## src/logic/asfc_cfg.svh

```systemverilog
// Register addresses, field positions, reset values and timing counts
`ifndef ASFC_CFG_SVH
`define ASFC_CFG_SVH
`define ASFC_SW_ADDR      16'hFF4F
`define ASFC_MODE_ADDR    16'hFF50
`define ASFC_TXB_ADDR     16'hFF51
`define ASFC_RXB_ADDR     16'hFF52
`define ASFC_ERR_ADDR     16'hFF53
`define ASFC_SW_RESET     8'h00
`define ASFC_MODE_RESET   8'h00
`define ASFC_SW_MASK      8'h33
`define ASFC_M_POWER      7
`define ASFC_M_TXEN       6
`define ASFC_M_RXEN       5
`define ASFC_M_PAR_HI     4
`define ASFC_M_PAR_LO     3
`define ASFC_M_CHAR8      2
`define ASFC_M_STOP2      1
`define ASFC_M_ERR_ROUTE  0
`define ASFC_I_ROUTE_HI   5
`define ASFC_I_ROUTE_LO   4
`define ASFC_I_CAPT_SEL   1
`define ASFC_I_IRQ0_SEL   0
`define ASFC_E_PARITY     2
`define ASFC_E_FRAMING    1
`define ASFC_E_OVERRUN    0
`define ASFC_BIT_DIV      16
`endif

```

## src/logic/asfc_pkg.sv

```systemverilog
// Types shared by the serial frame blocks
package asfc_pkg;
  // Parity modes, in the order of the two-bit field code
  typedef enum logic [1:0] {ASFC_PAR_NONE, ASFC_PAR_ZERO, ASFC_PAR_ODD,
                            ASFC_PAR_EVEN} asfc_par_t;
  // Frame sequencer states
  typedef enum logic [2:0] {ASFC_IDLE, ASFC_START, ASFC_DATA, ASFC_PAR,
                            ASFC_STOP} asfc_state_t;
endpackage

```

## src/logic/asfc_rx.sv

```systemverilog
// Serial frame receiver: start detect, centre sampling, parity and stop check
`timescale 1ns/10ps
`include "asfc_cfg.svh"
module asfc_rx import asfc_pkg::*; #(
  parameter int BIT_DIV = `ASFC_BIT_DIV
) (
  input  wire logic       ref_clk,
  input  wire logic       reset_n,
  input  wire logic       run,
  input  wire logic       rx_line,
  input  wire logic       char8,
  input  asfc_par_t       par_mode,
  output logic            done_ff,
  output logic [7:0]      data_ff,
  output logic            par_err_ff,
  output logic            frm_err_ff
);
  localparam logic [15:0] FULL = 16'(BIT_DIV - 1);
  localparam logic [15:0] HALF = 16'(BIT_DIV / 2 - 1);

  asfc_state_t st_ff, nxt_st;          // Sequencer state
  logic [15:0] cnt_ff, nxt_cnt;        // Cycles within a bit
  logic [2:0]  bit_ff, nxt_bit;        // Data bit index
  logic        par_ff, nxt_par;        // Running xor of data
  logic        nxt_done, nxt_perr, nxt_ferr;
  logic [7:0]  nxt_data;

  // Next-state logic of the receiver
  always_comb
  begin
    nxt_st   = st_ff;
    nxt_cnt  = cnt_ff + 16'h0001;
    nxt_bit  = bit_ff;
    nxt_par  = par_ff;
    nxt_data = data_ff;
    nxt_done = 1'b0;
    nxt_perr = par_err_ff;
    nxt_ferr = frm_err_ff;
    if (!run)
    begin
      nxt_st  = ASFC_IDLE;               // Disabled: hold idle
      nxt_cnt = 16'h0000;
    end
    else
      case (st_ff)
        ASFC_IDLE:
        begin
          nxt_cnt = 16'h0000;
          if (!rx_line)
          begin
            nxt_st   = ASFC_START;
            nxt_par  = 1'b0;
            nxt_bit  = 3'h0;
            nxt_data = 8'h00;
          end
        end
        ASFC_START:
          if (cnt_ff == HALF)            // Centre of start bit
          begin
            nxt_cnt = 16'h0000;
            nxt_st  = rx_line ? ASFC_IDLE : ASFC_DATA;
          end
        ASFC_DATA:
          if (cnt_ff == FULL)
          begin
            nxt_cnt = 16'h0000;
            nxt_data[bit_ff] = rx_line;  // LSB first
            nxt_par = par_ff ^ rx_line;
            nxt_bit = bit_ff + 3'h1;
            if (bit_ff == (char8 ? 3'h7 : 3'h6))
              nxt_st = (par_mode == ASFC_PAR_NONE) ? ASFC_STOP
                                                   : ASFC_PAR;
          end
        ASFC_PAR:
          if (cnt_ff == FULL)
          begin
            nxt_cnt = 16'h0000;
            nxt_st  = ASFC_STOP;
            // Zero parity is taken but never judged
            nxt_par = ((par_mode == ASFC_PAR_ODD)
                       && !(par_ff ^ rx_line))
                   || ((par_mode == ASFC_PAR_EVEN)
                       && (par_ff ^ rx_line));
          end
        ASFC_STOP:
          if (cnt_ff == FULL)            // Only one stop bit checked
          begin
            nxt_cnt  = 16'h0000;
            nxt_st   = ASFC_IDLE;
            nxt_done = 1'b1;
            nxt_ferr = !rx_line;
            nxt_perr = (par_mode == ASFC_PAR_ODD
                        || par_mode == ASFC_PAR_EVEN) && par_ff;
          end
        default:
          nxt_st = ASFC_IDLE;
      endcase
  end

  // Receiver state registers
  always_ff @(posedge ref_clk)
  begin
    if (!reset_n)
    begin
      st_ff      <= ASFC_IDLE;
      cnt_ff     <= 16'h0000;
      bit_ff     <= 3'h0;
      par_ff     <= 1'b0;
      data_ff    <= 8'h00;
      done_ff    <= 1'b0;
      par_err_ff <= 1'b0;
      frm_err_ff <= 1'b0;
    end
    else
    begin
      st_ff      <= nxt_st;
      cnt_ff     <= nxt_cnt;
      bit_ff     <= nxt_bit;
      par_ff     <= nxt_par;
      data_ff    <= nxt_data;
      done_ff    <= nxt_done;
      par_err_ff <= nxt_perr;
      frm_err_ff <= nxt_ferr;
    end
  end
endmodule

```

## src/logic/asfc_top.sv

```systemverilog
// Asynchronous serial frame unit with mode and input-switch registers
// Functional notes
// - Parity field: none, zero, odd, even
// - Zero parity never checked nor flagged
// - Length bit: seven or eight data bits
// - Stop select: one or two sent
// - Receiver checks exactly one stop bit
// - Routing bit picks error or complete interrupt
// - Low line at enable starts reception
// - Enables synchronised; re-enable two clocks later
// - Route field picks primary or alternate pins
// - Capture source: dedicated pin or receive line
// - Interrupt source: dedicated pin or receive line
// - Input switch register resets to zero
`timescale 1ns/10ps
`include "asfc_cfg.svh"
module asfc_top import asfc_pkg::*; #(
  parameter int BIT_DIV = `ASFC_BIT_DIV    // Base clocks per bit
) (
  input  wire logic        ref_clk,
  input  wire logic        reset_n,
  input  wire logic        reg_wr,           // Register write strobe
  input  wire logic        reg_rd,           // Register read strobe
  input  wire logic [15:0] reg_addr,         // Register address
  input  wire logic [7:0]  reg_wdata,        // Write data
  output logic [7:0]       reg_rdata_ff,     // Read data, one cycle later
  input  wire logic        primary_rx_pin,
  input  wire logic        alternate_rx_pin,
  input  wire logic        timer_capture_pin,
  input  wire logic        ext_irq0_pin,
  output logic             primary_tx_pin_ff,
  output logic             alternate_tx_pin_ff,
  output logic             timer_capture_input_ff,
  output logic             ext_irq0_input_ff,
  output logic             rx_complete_irq_ff,
  output logic             rx_error_irq_ff
);
  localparam logic [15:0] FULL = 16'(BIT_DIV - 1);

  // Register file state
  logic [7:0] mode_ff, nxt_mode;       // async_serial_mode
  logic [7:0] sw_ff, nxt_sw;           // input_switch_control
  logic [7:0] txb_ff, nxt_txb;         // tx_buffer
  logic       txb_full_ff, nxt_txb_full;
  logic [7:0] rxb_ff, nxt_rxb;         // Received byte
  logic       rxb_full_ff, nxt_rxb_full;
  logic [2:0] err_ff, nxt_err;         // rx_error_status
  logic [7:0] nxt_rdata;
  logic       nxt_cirq, nxt_eirq;
  // Enable synchronisers
  logic [1:0] txen_sync_ff, rxen_sync_ff;
  // Transmitter state
  asfc_state_t tst_ff, nxt_tst;
  logic [15:0] tcnt_ff, nxt_tcnt;
  logic [2:0]  tbit_ff, nxt_tbit;
  logic [7:0]  tsh_ff, nxt_tsh;
  logic        tpar_ff, nxt_tpar;
  logic        tstop_ff, nxt_tstop;    // Second stop bit pending
  logic        tline_ff, nxt_tline;
  logic        tx_load;
  // Pin routing
  logic        rx_line, nxt_ptx, nxt_atx, nxt_cap, nxt_irq0;
  // Receiver results
  logic        rx_done, rx_perr, rx_ferr;
  logic [7:0]  rx_data;
  logic        tx_run, rx_run;
  asfc_par_t   par_mode;

  // Decode of the two-bit route field
  function automatic logic alt_route(input logic [7:0] sw);
    alt_route = sw[`ASFC_I_ROUTE_LO];
  endfunction

  assign par_mode = asfc_par_t'({mode_ff[`ASFC_M_PAR_HI],
                                 mode_ff[`ASFC_M_PAR_LO]});
  assign tx_run = mode_ff[`ASFC_M_POWER] & txen_sync_ff[1];
  assign rx_run = mode_ff[`ASFC_M_POWER] & rxen_sync_ff[1];
  // Receive line from the routed pin; only the low route bit is decoded
  assign rx_line = alt_route(sw_ff) ? alternate_rx_pin
                                    : primary_rx_pin;

  // Receiver engine
  asfc_rx #(.BIT_DIV(BIT_DIV)) u_rx (
    .ref_clk    (ref_clk),
    .reset_n    (reset_n),
    .run        (rx_run),
    .rx_line    (rx_line),
    .char8      (mode_ff[`ASFC_M_CHAR8]),
    .par_mode   (par_mode),
    .done_ff    (rx_done),
    .data_ff    (rx_data),
    .par_err_ff (rx_perr),
    .frm_err_ff (rx_ferr)
  );

  // Register writes, reads, receive results and interrupts
  always_comb
  begin
    nxt_mode     = mode_ff;
    nxt_sw       = sw_ff;
    nxt_txb      = txb_ff;
    nxt_txb_full = txb_full_ff && !tx_load && tx_run;
    nxt_rxb      = rxb_ff;
    nxt_rxb_full = rxb_full_ff;
    nxt_err      = err_ff;
    nxt_rdata    = 8'h00;
    nxt_cirq     = 1'b0;
    nxt_eirq     = 1'b0;
    if (reg_wr)
      case (reg_addr)
        `ASFC_MODE_ADDR: nxt_mode = reg_wdata;
        `ASFC_SW_ADDR:   nxt_sw   = reg_wdata & `ASFC_SW_MASK;
        `ASFC_TXB_ADDR:
          if (tx_run && !txb_full_ff)    // Ignored until enable seen
          begin
            nxt_txb      = reg_wdata;
            nxt_txb_full = 1'b1;
          end
        default: ;                       // Unmapped: ignored
      endcase
    if (reg_rd)
      case (reg_addr)
        `ASFC_MODE_ADDR: nxt_rdata = mode_ff;
        `ASFC_SW_ADDR:   nxt_rdata = sw_ff;
        `ASFC_TXB_ADDR:  nxt_rdata = {6'h00, txb_full_ff,
                                      tst_ff != ASFC_IDLE};
        `ASFC_RXB_ADDR:
        begin
          nxt_rdata    = rxb_ff;
          nxt_rxb_full = 1'b0;
        end
        `ASFC_ERR_ADDR:
        begin
          nxt_rdata = {5'h00, err_ff};
          nxt_err   = 3'h0;              // Read clears
        end
        default: nxt_rdata = 8'h00;
      endcase
    if (rx_done)                         // Set wins over read clear
    begin
      nxt_rxb = rx_data;
      nxt_err[`ASFC_E_PARITY]  = err_ff[`ASFC_E_PARITY] | rx_perr;
      nxt_err[`ASFC_E_FRAMING] = err_ff[`ASFC_E_FRAMING] | rx_ferr;
      nxt_err[`ASFC_E_OVERRUN] = err_ff[`ASFC_E_OVERRUN] | rxb_full_ff;
      nxt_rxb_full = 1'b1;
      // Error report goes to one interrupt only
      if ((rx_perr || rx_ferr || rxb_full_ff)
          && !mode_ff[`ASFC_M_ERR_ROUTE])
        nxt_eirq = 1'b1;
      else
        nxt_cirq = 1'b1;
    end
  end

  // Register file flip-flops
  always_ff @(posedge ref_clk)
  begin
    if (!reset_n)
    begin
      mode_ff            <= `ASFC_MODE_RESET;
      sw_ff              <= `ASFC_SW_RESET;
      txb_ff             <= 8'h00;
      txb_full_ff        <= 1'b0;
      rxb_ff             <= 8'h00;
      rxb_full_ff        <= 1'b0;
      err_ff             <= 3'h0;
      reg_rdata_ff       <= 8'h00;
      rx_complete_irq_ff <= 1'b0;
      rx_error_irq_ff    <= 1'b0;
      txen_sync_ff       <= 2'h0;
      rxen_sync_ff       <= 2'h0;
    end
    else
    begin
      mode_ff            <= nxt_mode;
      sw_ff              <= nxt_sw;
      txb_ff             <= nxt_txb;
      txb_full_ff        <= nxt_txb_full;
      rxb_ff             <= nxt_rxb;
      rxb_full_ff        <= nxt_rxb_full;
      err_ff             <= nxt_err;
      reg_rdata_ff       <= nxt_rdata;
      rx_complete_irq_ff <= nxt_cirq;
      rx_error_irq_ff    <= nxt_eirq;
      // Two-stage enable synchronisers to the base clock
      txen_sync_ff <= {txen_sync_ff[0], mode_ff[`ASFC_M_TXEN]};
      rxen_sync_ff <= {rxen_sync_ff[0], mode_ff[`ASFC_M_RXEN]};
    end
  end

  assign tx_load = (tst_ff == ASFC_IDLE) && txb_full_ff && tx_run;

  // Transmitter sequencer
  always_comb
  begin
    nxt_tst   = tst_ff;
    nxt_tcnt  = tcnt_ff + 16'h0001;
    nxt_tbit  = tbit_ff;
    nxt_tsh   = tsh_ff;
    nxt_tpar  = tpar_ff;
    nxt_tstop = tstop_ff;
    nxt_tline = tline_ff;
    if (!tx_run)
    begin
      nxt_tst   = ASFC_IDLE;             // Disable reinitialises
      nxt_tcnt  = 16'h0000;
      nxt_tline = 1'b1;
    end
    else
      case (tst_ff)
        ASFC_IDLE:
        begin
          nxt_tcnt  = 16'h0000;
          nxt_tline = 1'b1;              // Idle high
          if (tx_load)
          begin
            nxt_tst   = ASFC_START;
            nxt_tsh   = txb_ff;
            nxt_tbit  = 3'h0;
            nxt_tpar  = 1'b0;
            nxt_tline = 1'b0;            // Start bit
          end
        end
        ASFC_START, ASFC_DATA:
          if (tcnt_ff == FULL)
          begin
            nxt_tcnt = 16'h0000;
            if (tst_ff == ASFC_DATA
                && tbit_ff == (mode_ff[`ASFC_M_CHAR8] ? 3'h7 : 3'h6))
            begin
              nxt_tstop = mode_ff[`ASFC_M_STOP2];
              case (par_mode)
                ASFC_PAR_NONE:
                begin
                  nxt_tst   = ASFC_STOP;
                  nxt_tline = 1'b1;
                end
                ASFC_PAR_ZERO:
                begin
                  nxt_tst   = ASFC_PAR;
                  nxt_tline = 1'b0;
                end
                ASFC_PAR_ODD:
                begin
                  nxt_tst   = ASFC_PAR;
                  nxt_tline = !tpar_ff;
                end
                default:
                begin
                  nxt_tst   = ASFC_PAR;
                  nxt_tline = tpar_ff;
                end
              endcase
            end
            else
            begin
              nxt_tst   = ASFC_DATA;
              nxt_tline = tsh_ff[0];     // LSB first
              nxt_tpar  = tpar_ff ^ tsh_ff[0];
              nxt_tsh   = {1'b0, tsh_ff[7:1]};
              nxt_tbit  = (tst_ff == ASFC_DATA) ? tbit_ff + 3'h1 : 3'h0;
            end
          end
        ASFC_PAR:
          if (tcnt_ff == FULL)
          begin
            nxt_tcnt  = 16'h0000;
            nxt_tst   = ASFC_STOP;
            nxt_tline = 1'b1;
          end
        ASFC_STOP:
          if (tcnt_ff == FULL)
          begin
            nxt_tcnt = 16'h0000;
            if (tstop_ff)
              nxt_tstop = 1'b0;          // Second stop bit
            else
              nxt_tst = ASFC_IDLE;
          end
        default:
          nxt_tst = ASFC_IDLE;
      endcase
  end

  // Pin routing outputs
  always_comb
  begin
    nxt_ptx  = alt_route(sw_ff) ? 1'b1 : tline_ff;
    nxt_atx  = alt_route(sw_ff) ? tline_ff : 1'b1;
    nxt_cap  = sw_ff[`ASFC_I_CAPT_SEL] ? rx_line
                                       : timer_capture_pin;
    nxt_irq0 = sw_ff[`ASFC_I_IRQ0_SEL] ? rx_line
                                       : ext_irq0_pin;
  end

  // Transmitter and pin flip-flops
  always_ff @(posedge ref_clk)
  begin
    if (!reset_n)
    begin
      tst_ff                 <= ASFC_IDLE;
      tcnt_ff                <= 16'h0000;
      tbit_ff                <= 3'h0;
      tsh_ff                 <= 8'h00;
      tpar_ff                <= 1'b0;
      tstop_ff               <= 1'b0;
      tline_ff               <= 1'b1;
      primary_tx_pin_ff      <= 1'b1;
      alternate_tx_pin_ff    <= 1'b1;
      timer_capture_input_ff <= 1'b0;
      ext_irq0_input_ff      <= 1'b0;
    end
    else
    begin
      tst_ff                 <= nxt_tst;
      tcnt_ff                <= nxt_tcnt;
      tbit_ff                <= nxt_tbit;
      tsh_ff                 <= nxt_tsh;
      tpar_ff                <= nxt_tpar;
      tstop_ff               <= nxt_tstop;
      tline_ff               <= nxt_tline;
      primary_tx_pin_ff      <= nxt_ptx;
      alternate_tx_pin_ff    <= nxt_atx;
      timer_capture_input_ff <= nxt_cap;
      ext_irq0_input_ff      <= nxt_irq0;
    end
  end
endmodule

```

## config.mk

```make
export PLATFORM = sky130hd
export DESIGN_NAME = asfc_top
export DESIGN_NICKNAME = d
export VERILOG_FILES = /design/src/logic/asfc_pkg.sv /design/src/logic/asfc_rx.sv /design/src/logic/asfc_top.sv
export VERILOG_INCLUDE_DIRS = /design/src /design/src/logic
export SDC_FILE = /design/constraint.sdc
export NUM_CORES = 1
export LEC_CHECK = 0
export ABC_AREA = 1
export BUFFER_PORTS_ARGS = -buffer_cell sky130_fd_sc_hd__buf_2
export CORE_MARGIN = 10
export CORE_UTILIZATION = 45
export CTS_CLUSTER_SIZE = 16
export DETAILED_ROUTE_END_ITERATION = 12
export GPL_TIMING_DRIVEN = 1
export HOLD_SLACK_MARGIN = 0.1
export PLACE_DENSITY = 0.65
export SYNTH_ARGS = -nofsm -noshare
export SYNTH_HDL_FRONTEND = slang
export SYNTH_SLANG_ARGS = --single-unit
```

## constraint.sdc

```tcl
create_clock -name ref_clk -period 1.4 [get_ports ref_clk]
set_input_delay 0.21 -clock ref_clk [delete_from_list [all_inputs] [get_ports ref_clk]]
set_output_delay 0.21 -clock ref_clk [all_outputs]
set_load 0.02 [all_outputs]
```

==> impl_metrics.ini, run 1 <==
[cells_and_area]
layout.nets = 1017
final_cell_mix = nand2_1 (113), nor2_1 (102), dfxtp_1 (97), buf_4 (97), inv_1 (82)
seq_area_um2 = 2400
final_cell_area_um2 = 8410
mostFrequentLayoutCell = nand2_1
multi_input_area_um2 = 3450
area_growth_pct = 48.1
num-fill-cells = 961
drive_gt1_frac = 0.385
antennaDiodeCount = 0

[worst_hold_path]
hold_path.class = in2reg
whs_path_depth = 3
holdCritStartpoint = reg_wdata[4]
hold_path_end = sw_ff[4]

[timing]
max_slew_margin = 0.714
whs_ns = 0.108
finalHoldViolCount = 0
worst_pin_slew_ns = 0.429
finalCritPeriodShare = 1.09
slew_violations = 0
setup_viol = 36
postLayoutSetupSlackWorst_ns = -0.125
finClkSkew_ns = 0.00845
rsz0062_at_grt = yes
max_freq_ghz = 0.656
min_period_ns = 1.52

[synth]
syn_area_um2 = 5680
syn_nets = 851
ys_types = 43
syn-mean-instance-area_um2 = 6.96
yosysSeqAreaShare = 0.416
yosysWarnings = 0
synth_cells = 815
synth_seq_cells = 118

[grt]
overflow = 0
grt_pass1_vias = 5763
grt_use_total = 0.179
grt_antenna_before_repair = 0
grt_pass1_wl_um = 26200
grt_max_degree = 43

[power]
ir_drop_mv = 0.734
p_per_area_nw_per_um2 = 983
power.leakage_nw = 3.52

[die]
die_area_um2 = 17500
io_pins = 46
initial_core_util = 0.467
fp.dieH_um = 132
fp.dieW_um = 132
rows = 40
core_area_um2 = 12200

[cts]
clock_tree.root_cell = clkbuf_16
clk_latency_ns = 0.42
cts_tree = yes
h-tree-depth = 4
cts_max_path_buffers = 2
clk_pin_slew_ns = 0.06
cts_sinks = 118
cts_made_buffers = 17

[worst_setup_path]
cpMostUsedCell = buf_6
r2r_end = tst_ff[2]
cp-end-kind = flop
rr_startpoint = tst_ff[1]
r2r_cells = 9
crit_path_max_incr_delay_ns = 0.36
path_cells = nor2_4, nor3b_4, buf_6, buf_6, a21oi_4, buf_12, nand2_4, nand2_2, a21oi_2
cp-start-kind = flop
crit_required_ns = 1.72
critPathKind = reg2reg
crit_arrival_ns = 1.84
rrSetupSlack_ns = -0.12
cp_slowest_cell = dfxtp_4
cp_max_fo = 5

[route]
via_count = 5951
drc = 0
avgRoutedWirePerCell_um = 14.4
drtPass1Iterations = 5
ant_nets = 0
viasPerCell = 5.12
drt_wl_total_um = 16700
drtIter0Drc = 376

[placement]
routabilityCongestion = 0.962
dpl-instance-area_um2 = 6780
port_buffers = 45
dp_hpwl_um = 11000

[status]
outcome = finished with violations
violations = negative setup slack

[flow_run]
cap_violations = 0
[critical path: cells and delay by family (launching register included)]
family	cells	cell delay, ns
buffers and inverters	3	0.39
AND/OR/NAND/NOR	4	0.37
flip-flops	1	0.36
AO/OA/AOI/OAI	2	0.29
[how the worst max path moves through the flow]
stage / to / startpoint / depth (start not counted)
detailed placement: tst_ff[0] / tst_ff[0] / 9
CTS: tsh_ff[2] / tcnt_ff[1] / 10
global route: tsh_ff[2] / tcnt_ff[12] / 10
finish: tst_ff[2] / tst_ff[1] / 9
global placement: tbit_ff[1] / tcnt_ff[8] / 10
floorplan: tsh_ff[4] / tcnt_ff[1] / 11
[where the power goes]
part	internal, W	switching (W)	leakage [nW]	total (W)
Clock	0.00312	0.00159	0.302	0.00470
Combinational	0.0000902	0.000123	2.25	0.000213
Sequential	0.00335	0.000000659	0.963	0.00335
[routing by layer]
metal,vias to the layer above,GRT usage,part of all wire
li1,2977,-,-
met1,2818,0.212,0.42
met2,124,0.310,0.52
met3,32,0.0366,0.042
met4,0,0.0697,0.020
met5,-,0,0
[Yosys cell counts (all sizes together)]
master | number | area [um2]
a211oi | 1 | 7.51
a21oi | 53 | 280
a31o | 1 | 8.76
a31oi | 3 | 18.8
and2 | 1 | 6.26
buf | 16 | 97.6
clkbuf | 11 | 41.3
dfxtp | 118 | 2360
ha | 4 | 50.1
inv | 100 | 378
nand2 | 152 | 583
nand3 | 67 | 368
nand3b | 2 | 18.8
nand4 | 23 | 144
nor2 | 141 | 584
nor3 | 32 | 170
nor3b | 1 | 18.8
o211ai | 4 | 30.0
o21ai | 54 | 270
o22ai | 2 | 12.5
o31ai | 1 | 7.51
or2 | 11 | 68.8
xnor2 | 5 | 43.8
xor2 | 12 | 105
[metrics by stage]
step	cells	TNS [ns]	utilization	setup slack (ns)	power, W
floorplan	815	-0.410	-	-0.0430	0.00352
global placement	1098	-2.16	0.558	-0.0811	0.00362
detailed placement	1098	-4.13	0.558	-0.129	0.00362
CTS	1147	-0.909	0.643	-0.0839	0.00831
global route	1162	-6.71	0.691	-0.228	0.00851
finish	1162	-2.11	0.691	-0.125	0.00827
[sequential cells by signal, summed over array words and instances, names as in the netlist, 2 cells and up]
register      cells
u_rx.data_ff      8
tsh_ff            8
txb_ff            8
rxb_ff            8
u_rx.bit_ff       3
txen_sync_ff      2
tst_ff            3
u_rx.cnt_ff      16
tbit_ff           3
rxen_sync_ff      2
err_ff            3
mode_ff           8
sw_ff             4
u_rx.st_ff        3
tcnt_ff          16
reg_rdata_ff      8
[repair_timing]
action,4_1_cts,5_1_grt
setup buffers,6,13
hold buffers,8,0
cloned,3,2
endpoints found under the hold margin,9,0
setup endpoints to repair,65,72
gates resized for setup,68,137
pin swaps,22,60
[kinds of logic (layout without fill, tap and decap cells)]
logic type      after synthesis  after routing  share of synthesized area
simple gates                430            432                      0.346
flops                       118            118                      0.416
fa+ha+maj                     4              4                    0.00882
xor+xnor                     17             17                     0.0262
buf+inv                     127            304                     0.0911
compound gates              119            119                      0.112
[final cells by class]
| cell class | count | area share |
|---|---|---|
| clock buffer | 21 | 0.0560 |
| clock inverter | 11 | 0.0205 |
| tap | 168 | 0.0250 |
| inverter | 100 | 0.0458 |
| sequential | 118 | 0.286 |
| timing repair buffer | 172 | 0.157 |
| multi-input combinational | 572 | 0.410 |
Power figures use the tool's default switching activity.
==> run 2: changes to the inputs <==
clock period = 1.3 ns   (was 1.4 ns; I/O delays follow)
==> run 2 against run 1 <==
Net effect: the run still ends with negative setup slack left; power grew 4.2%; die area is the same; flip-flop and latch count is the same; maximum frequency shrank 1.7%; non-clock buffer count grew 21; hold slack gained 0.0092 ns; sequential share of layout area shrank 1.1 points; highest routed layer unchanged; critical path depth is the same; first-iteration DRC count shrank 2.1%; clock power grew 0.9%; global-route usage grew 1.4 points; via count grew 3.5%.
==> impl_metrics.ini, run 2 (synthesized netlist as in run 1, its figures left out) <==
[status]
outcome = finished with violations
violations = negative setup slack

[die]
die_area_um2 = 17500
fp.dieW_um = 132
initial_core_util = 0.467
io_pins = 46
fp.dieH_um = 132
core_area_um2 = 12200
rows = 40

[grt]
grt_max_degree = 45
overflow = 0
grt_antenna_before_repair = 0
grt_pass1_wl_um = 28000
grt_use_total = 0.193
grt_pass1_vias = 5880

[placement]
dp_cells = 1112
routabilityCongestion = 0.943
port_buffers = 45
dp_hpwl_um = 11500

[route]
drc = 0
via_count = 6158
ant_nets = 0
viasPerCell = 5.21
drt_wl_total_um = 17800
drtIter0Drc = 368
avgRoutedWirePerCell_um = 15.0
drtPass1Iterations = 5

[worst_hold_path]
holdCritStartpoint = reg_rd
hold_path.class = in2reg
whs_path_depth = 4
hold_path_end = rxb_full_ff

[cells_and_area]
antennaDiodeCount = 0
num-fill-cells = 920
layout.nets = 1038
drive_gt1_frac = 0.418
final_cell_mix = nand2_1 (117), buf_4 (114), dfxtp_1 (96), nor2_1 (92), inv_1 (82)
layout.cells.non_filler = 1183
fin_util = 0.719
area_growth_pct = 54.1
mostFrequentLayoutCell = nand2_1
reg.largest.list = tcnt_ff: 16 flops, u_rx.cnt_ff: 16 flops

[worst_setup_path]
r2r_cells = 9
crit_arrival_ns = 1.86
critPathKind = reg2reg
crit_required_ns = 1.61
cp_max_fo = 5
cp-start-kind = flop
rrSetupSlack_ns = -0.25
cp-end-kind = flop
r2r_end = u_rx.cnt_ff[12]
rr_startpoint = u_rx.cnt_ff[14]

[timing]
rsz0062_at_grt = yes
min_period_ns = 1.55
setup_viol = 68
postLayoutSetupSlackWorst_ns = -0.251
max_slew_margin = 0.708
finalHoldViolCount = 0
max_freq_ghz = 0.645
finalCritPeriodShare = 1.19
slew_violations = 0
whs_ns = 0.118
worst_pin_slew_ns = 0.436
finClkSkew_ns = 0.0100

[power]
ir_drop_mv = 0.945
p_comb_frac = 0.030
p_per_area_nw_per_um2 = 985
totalPowerFinal_w = 0.00861
switchingPower_w = 0.00195
cellInternalPower_w = 0.00666
power_frac_seq = 0.419
pwr-share-clk = 0.551
switching_share = 0.227
power.leakage_nw = 3.65

[cts]
clk_latency_ns = 0.43
cts_max_path_buffers = 2
h-tree-depth = 4
cts_sinks = 118
clock_tree.root_cell = clkbuf_16
cts_made_buffers = 17
clk_pin_slew_ns = 0.06
cts_tree = yes

[flow_run]
cap_violations = 0
-- run 2: layout make-up --
type / count / area (um2) / area share
clock buffers: 19 / 453 / 0.0518
clock inverters: 13 / 148 / 0.0169
inverters: 100 / 390 / 0.0446
multi-input cells: 572 / 3610 / 0.413
flip-flops and latches: 118 / 2400 / 0.274
well taps: 168 / 210 / 0.0240
repair buffers: 193 / 1530 / 0.175
-- run 2: power groups by stage --
stage / combinational (W) / sequential [W] / clock [W]
detailed placement: 0.000208 / 0.00370 / 0
CTS: 0.000239 / 0.00362 / 0.00478
floorplan: 0.0000880 / 0.00370 / 0
finish: 0.000258 / 0.00361 / 0.00474
global route: 0.000281 / 0.00361 / 0.00498
global placement: 0.000203 / 0.00370 / 0
-- run 2: how the worst max path moves through the flow --
| stage | from | slack (ns) | to |
|---|---|---|---|
| finish | u_rx.cnt_ff[14] | -0.25 | u_rx.cnt_ff[12] |
| global route | u_rx.cnt_ff[12] | -0.33 | u_rx.data_ff[3] |
| CTS | u_rx.cnt_ff[1] | -0.16 | u_rx.cnt_ff[10] |
| detailed placement | tcnt_ff[8] | -0.23 | tbit_ff[1] |
| global placement | tcnt_ff[8] | -0.18 | tbit_ff[1] |
| floorplan | tcnt_ff[1] | -0.14 | tsh_ff[4] |
-- run 2: worst max-delay path, stage by stage (launching register included) --
cell and delay (ns):
dfxtp_1 0.31, inv_1 0.13, nand3_2 0.15, nor2_4 0.21, nand2_4 0.10, o21ai_4 0.11, nand3b_4 0.15, buf_6 0.16
nand2_8 0.09, nor2_2 0.04
-- run 2: routing by layer --
metal / vias up / global-route usage / share of wire
met5: - / 0 / 0
met4: 0 / 0.0605 / 0.018
met3: 33 / 0.0511 / 0.047
met2: 168 / 0.344 / 0.52
met1: 2929 / 0.219 / 0.42
li1: 3028 / - / -
-- run 2: timing repair --
action                                 4_1_cts  5_1_grt
endpoints found under the hold margin       12        0
setup buffers                               17        8
cloned                                       4        1
setup endpoints to repair                   76       76
hold buffers                                10        0
pin swaps                                   26       45
gates resized for setup                     88      137
-- run 2: through the flow --
step	area, um2	TNS (ns)	setup WS (ns)
floorplan	5860	-2.37	-0.143
global placement	6980	-9.74	-0.178
detailed placement	6980	-12.44	-0.232
CTS	8180	-7.63	-0.158
global route	8740	-16.91	-0.325
finish	8740	-11.15	-0.251
==> run 3: changes to the inputs <==
PLACE_DENSITY = not set   (was 0.65)
SETUP_SLACK_MARGIN = 0.4   (was not set)
clock period = 1.93 ns   (was 1.3 ns; I/O delays follow)
==> run 3 against run 2 <==
Net effect: largest cell class unchanged; first-iteration DRC count is 1.9% higher; register-to-register slack better by 0.64 ns; largest power group unchanged; non-clock buffer count is 109 lower; the flow now finishes without violations; die area stayed put; power is 37% lower; core utilization is 12 points lower; hold slack better by 0.041 ns.
==> impl_metrics.ini, run 3 (synthesized netlist as in run 1, its figures left out) <==
[cts]
cts_made_buffers = 17
h-tree-depth = 4
hold_buffers = 0
clk_latency_ns = 0.42
clock_tree.root_cell = clkbuf_16
cts_sinks = 118
cts_tree = yes
clk_pin_slew_ns = 0.05
cts_max_path_buffers = 2

[grt]
grt_use_total = 0.163
overflow = 0
grt_antenna_before_repair = 0
grt_pass1_vias = 5020
grt_pass1_wl_um = 23700
grt_max_degree = 54

[route]
avgRoutedWirePerCell_um = 14.1
viasPerCell = 5.15
via_count = 5533
drc = 0
drtIter0Drc = 375
drt_wl_total_um = 15200
drtPass1Iterations = 5
ant_nets = 0

[worst_setup_path]
cp-start-kind = flop
cp_slowest_cell = dfxtp_4
crit_family = simple AND/OR/NAND/NOR gates
cp_max_fo = 8
crit_path_max_incr_delay_ns = 0.36
crit_arrival_ns = 1.85
crit_required_ns = 2.24
r2r_cells = 10
rr_startpoint = tcnt_ff[0]
rrSetupSlack_ns = 0.39
cp-end-kind = flop
crit_buf_inv = 0
path_cells = ha_4, nand3_4, nor2_4, nand2_2, nand2_2, nand3_4, nor2_4, nand2_1, nand2_1, nor2_1
critPathKind = reg2reg
r2r_end = tsh_ff[3]

[cells_and_area]
layout.nets = 930
drive_gt1_frac = 0.255
mostFrequentLayoutCell = nand2_1
final_cell_area_um2 = 7280
num-fill-cells = 1143
seq_area_um2 = 2410
antennaDiodeCount = 0
final_cell_mix = nand2_1 (134), nor2_1 (119), dfxtp_1 (93), inv_1 (88), nand3_1 (57)
multi_input_area_um2 = 3140
area_growth_pct = 28.2
layout.cells.non_filler = 1075
reg.largest.list = tcnt_ff: 16 flops, u_rx.cnt_ff: 16 flops

[die]
fp.dieW_um = 132
initial_core_util = 0.467
core_area_um2 = 12200
rows = 40
die_area_um2 = 17500
io_pins = 46
fp.dieH_um = 132

[power]
power.leakage_nw = 2.97
pwr-share-clk = 0.530
cellInternalPower_w = 0.00429
ir_drop_mv = 0.654
p_comb_frac = 0.023
switchingPower_w = 0.00115
switching_share = 0.212
power_frac_seq = 0.447
p_per_area_nw_per_um2 = 748

[timing]
max_freq_ghz = 0.648
finClkSkew_ns = 0.00761
finalSetupTns_ns = 0
worst_pin_slew_ns = 0.490
postLayoutSetupSlackWorst_ns = 0.387
finalHoldViolCount = 0
whs_ns = 0.159
setup_viol = 0
rsz0062_at_grt = yes
min_period_ns = 1.54
finalCritPeriodShare = 0.799
slew_violations = 0
max_slew_margin = 0.673

[worst_hold_path]
hold_path.class = in2reg
holdCritStartpoint = ext_irq0_pin
hold_path_end = ext_irq0_input_ff
whs_path_depth = 3

[flow_run]
cap_violations = 0

[placement]
dp_cells = 1017
port_buffers = 45
dp_hpwl_um = 10200
dpl-instance-area_um2 = 6100
pre_cts_ws_ns = 0.175
routabilityCongestion = 0.893

[status]
outcome = finished clean
## run 3: cell types whose count changed in the layout (fill, tap and decap cells not counted), sizes merged
cell	before	now
nor2	142	143
buf	182	81
clkinv	6	7
dlygate4sd3	10	0
inv	103	100
clkbuf	20	25
bufinv	2	1
## run 3: worst max-delay path by stage
stage,from,to,slack [ns],cells past startpoint
2_1_floorplan,tcnt_ff[0],tsh_ff[4],0.42,11
3_3_place_gp,u_rx.cnt_ff[0],u_rx.cnt_ff[11],0.25,8
3_5_place_dp,u_rx.cnt_ff[0],u_rx.cnt_ff[13],0.18,8
4_1_cts,sw_ff[4],u_rx.data_ff[7],0.39,8
5_1_grt,tcnt_ff[4],tsh_ff[3],0.27,10
6_report,tcnt_ff[0],tsh_ff[3],0.39,10
## run 3: area by class of cell
cell class | count | area share
Multi-Input combinational cell | 573 | 0.431
Clock buffer | 22 | 0.0638
Timing Repair Buffer | 84 | 0.0817
Sequential cell | 118 | 0.331
Clock inverter | 10 | 0.0110
Tap cell | 168 | 0.0289
Inverter | 100 | 0.0526
## run 3: power by group through the flow
stage	clock network [W]	logic (W)	registers, W
3_5_place_dp	0	0.000122	0.00249
3_3_place_gp	0	0.000120	0.00249
5_1_grt	0.00308	0.000140	0.00243
2_1_floorplan	0	0.0000583	0.00250
6_report	0.00288	0.000127	0.00243
4_1_cts	0.00293	0.000123	0.00244
## run 3: stage by stage
| stage | util | power [W] |
|---|---|---|
| after detailed placement | 0.502 | 0.00261 |
| after floorplan | - | 0.00255 |
| final | 0.598 | 0.00544 |
| after global placement | 0.502 | 0.00261 |
| after global routing | 0.598 | 0.00565 |
| after CTS | 0.560 | 0.00549 |
## run 3: timing repair
item | in CTS | in global routing
gates resized for setup | 33 | 86
pin swaps | 7 | 32
cloned | 4 | 3
setup buffers | 2 | 17
endpoints found under the setup margin | 59 | 66
## run 3: worst register-to-register path: cells and delay by family (launching register included)
kind                     cells  cell delay [ns]
flip-flops                   1             0.36
adder cells (fa/ha/maj)      1             0.15
AND/OR/NAND/NOR              9             0.92
## run 3: per-layer routing
metal,vias up,part of all wire,GRT usage,wire length (um)
li1,2800,-,-,-
met1,2594,0.44,0.201,6670
met2,116,0.51,0.266,7680
met3,23,0.044,0.0465,663
met4,0,0.012,0.0556,184
met5,-,0,0,0
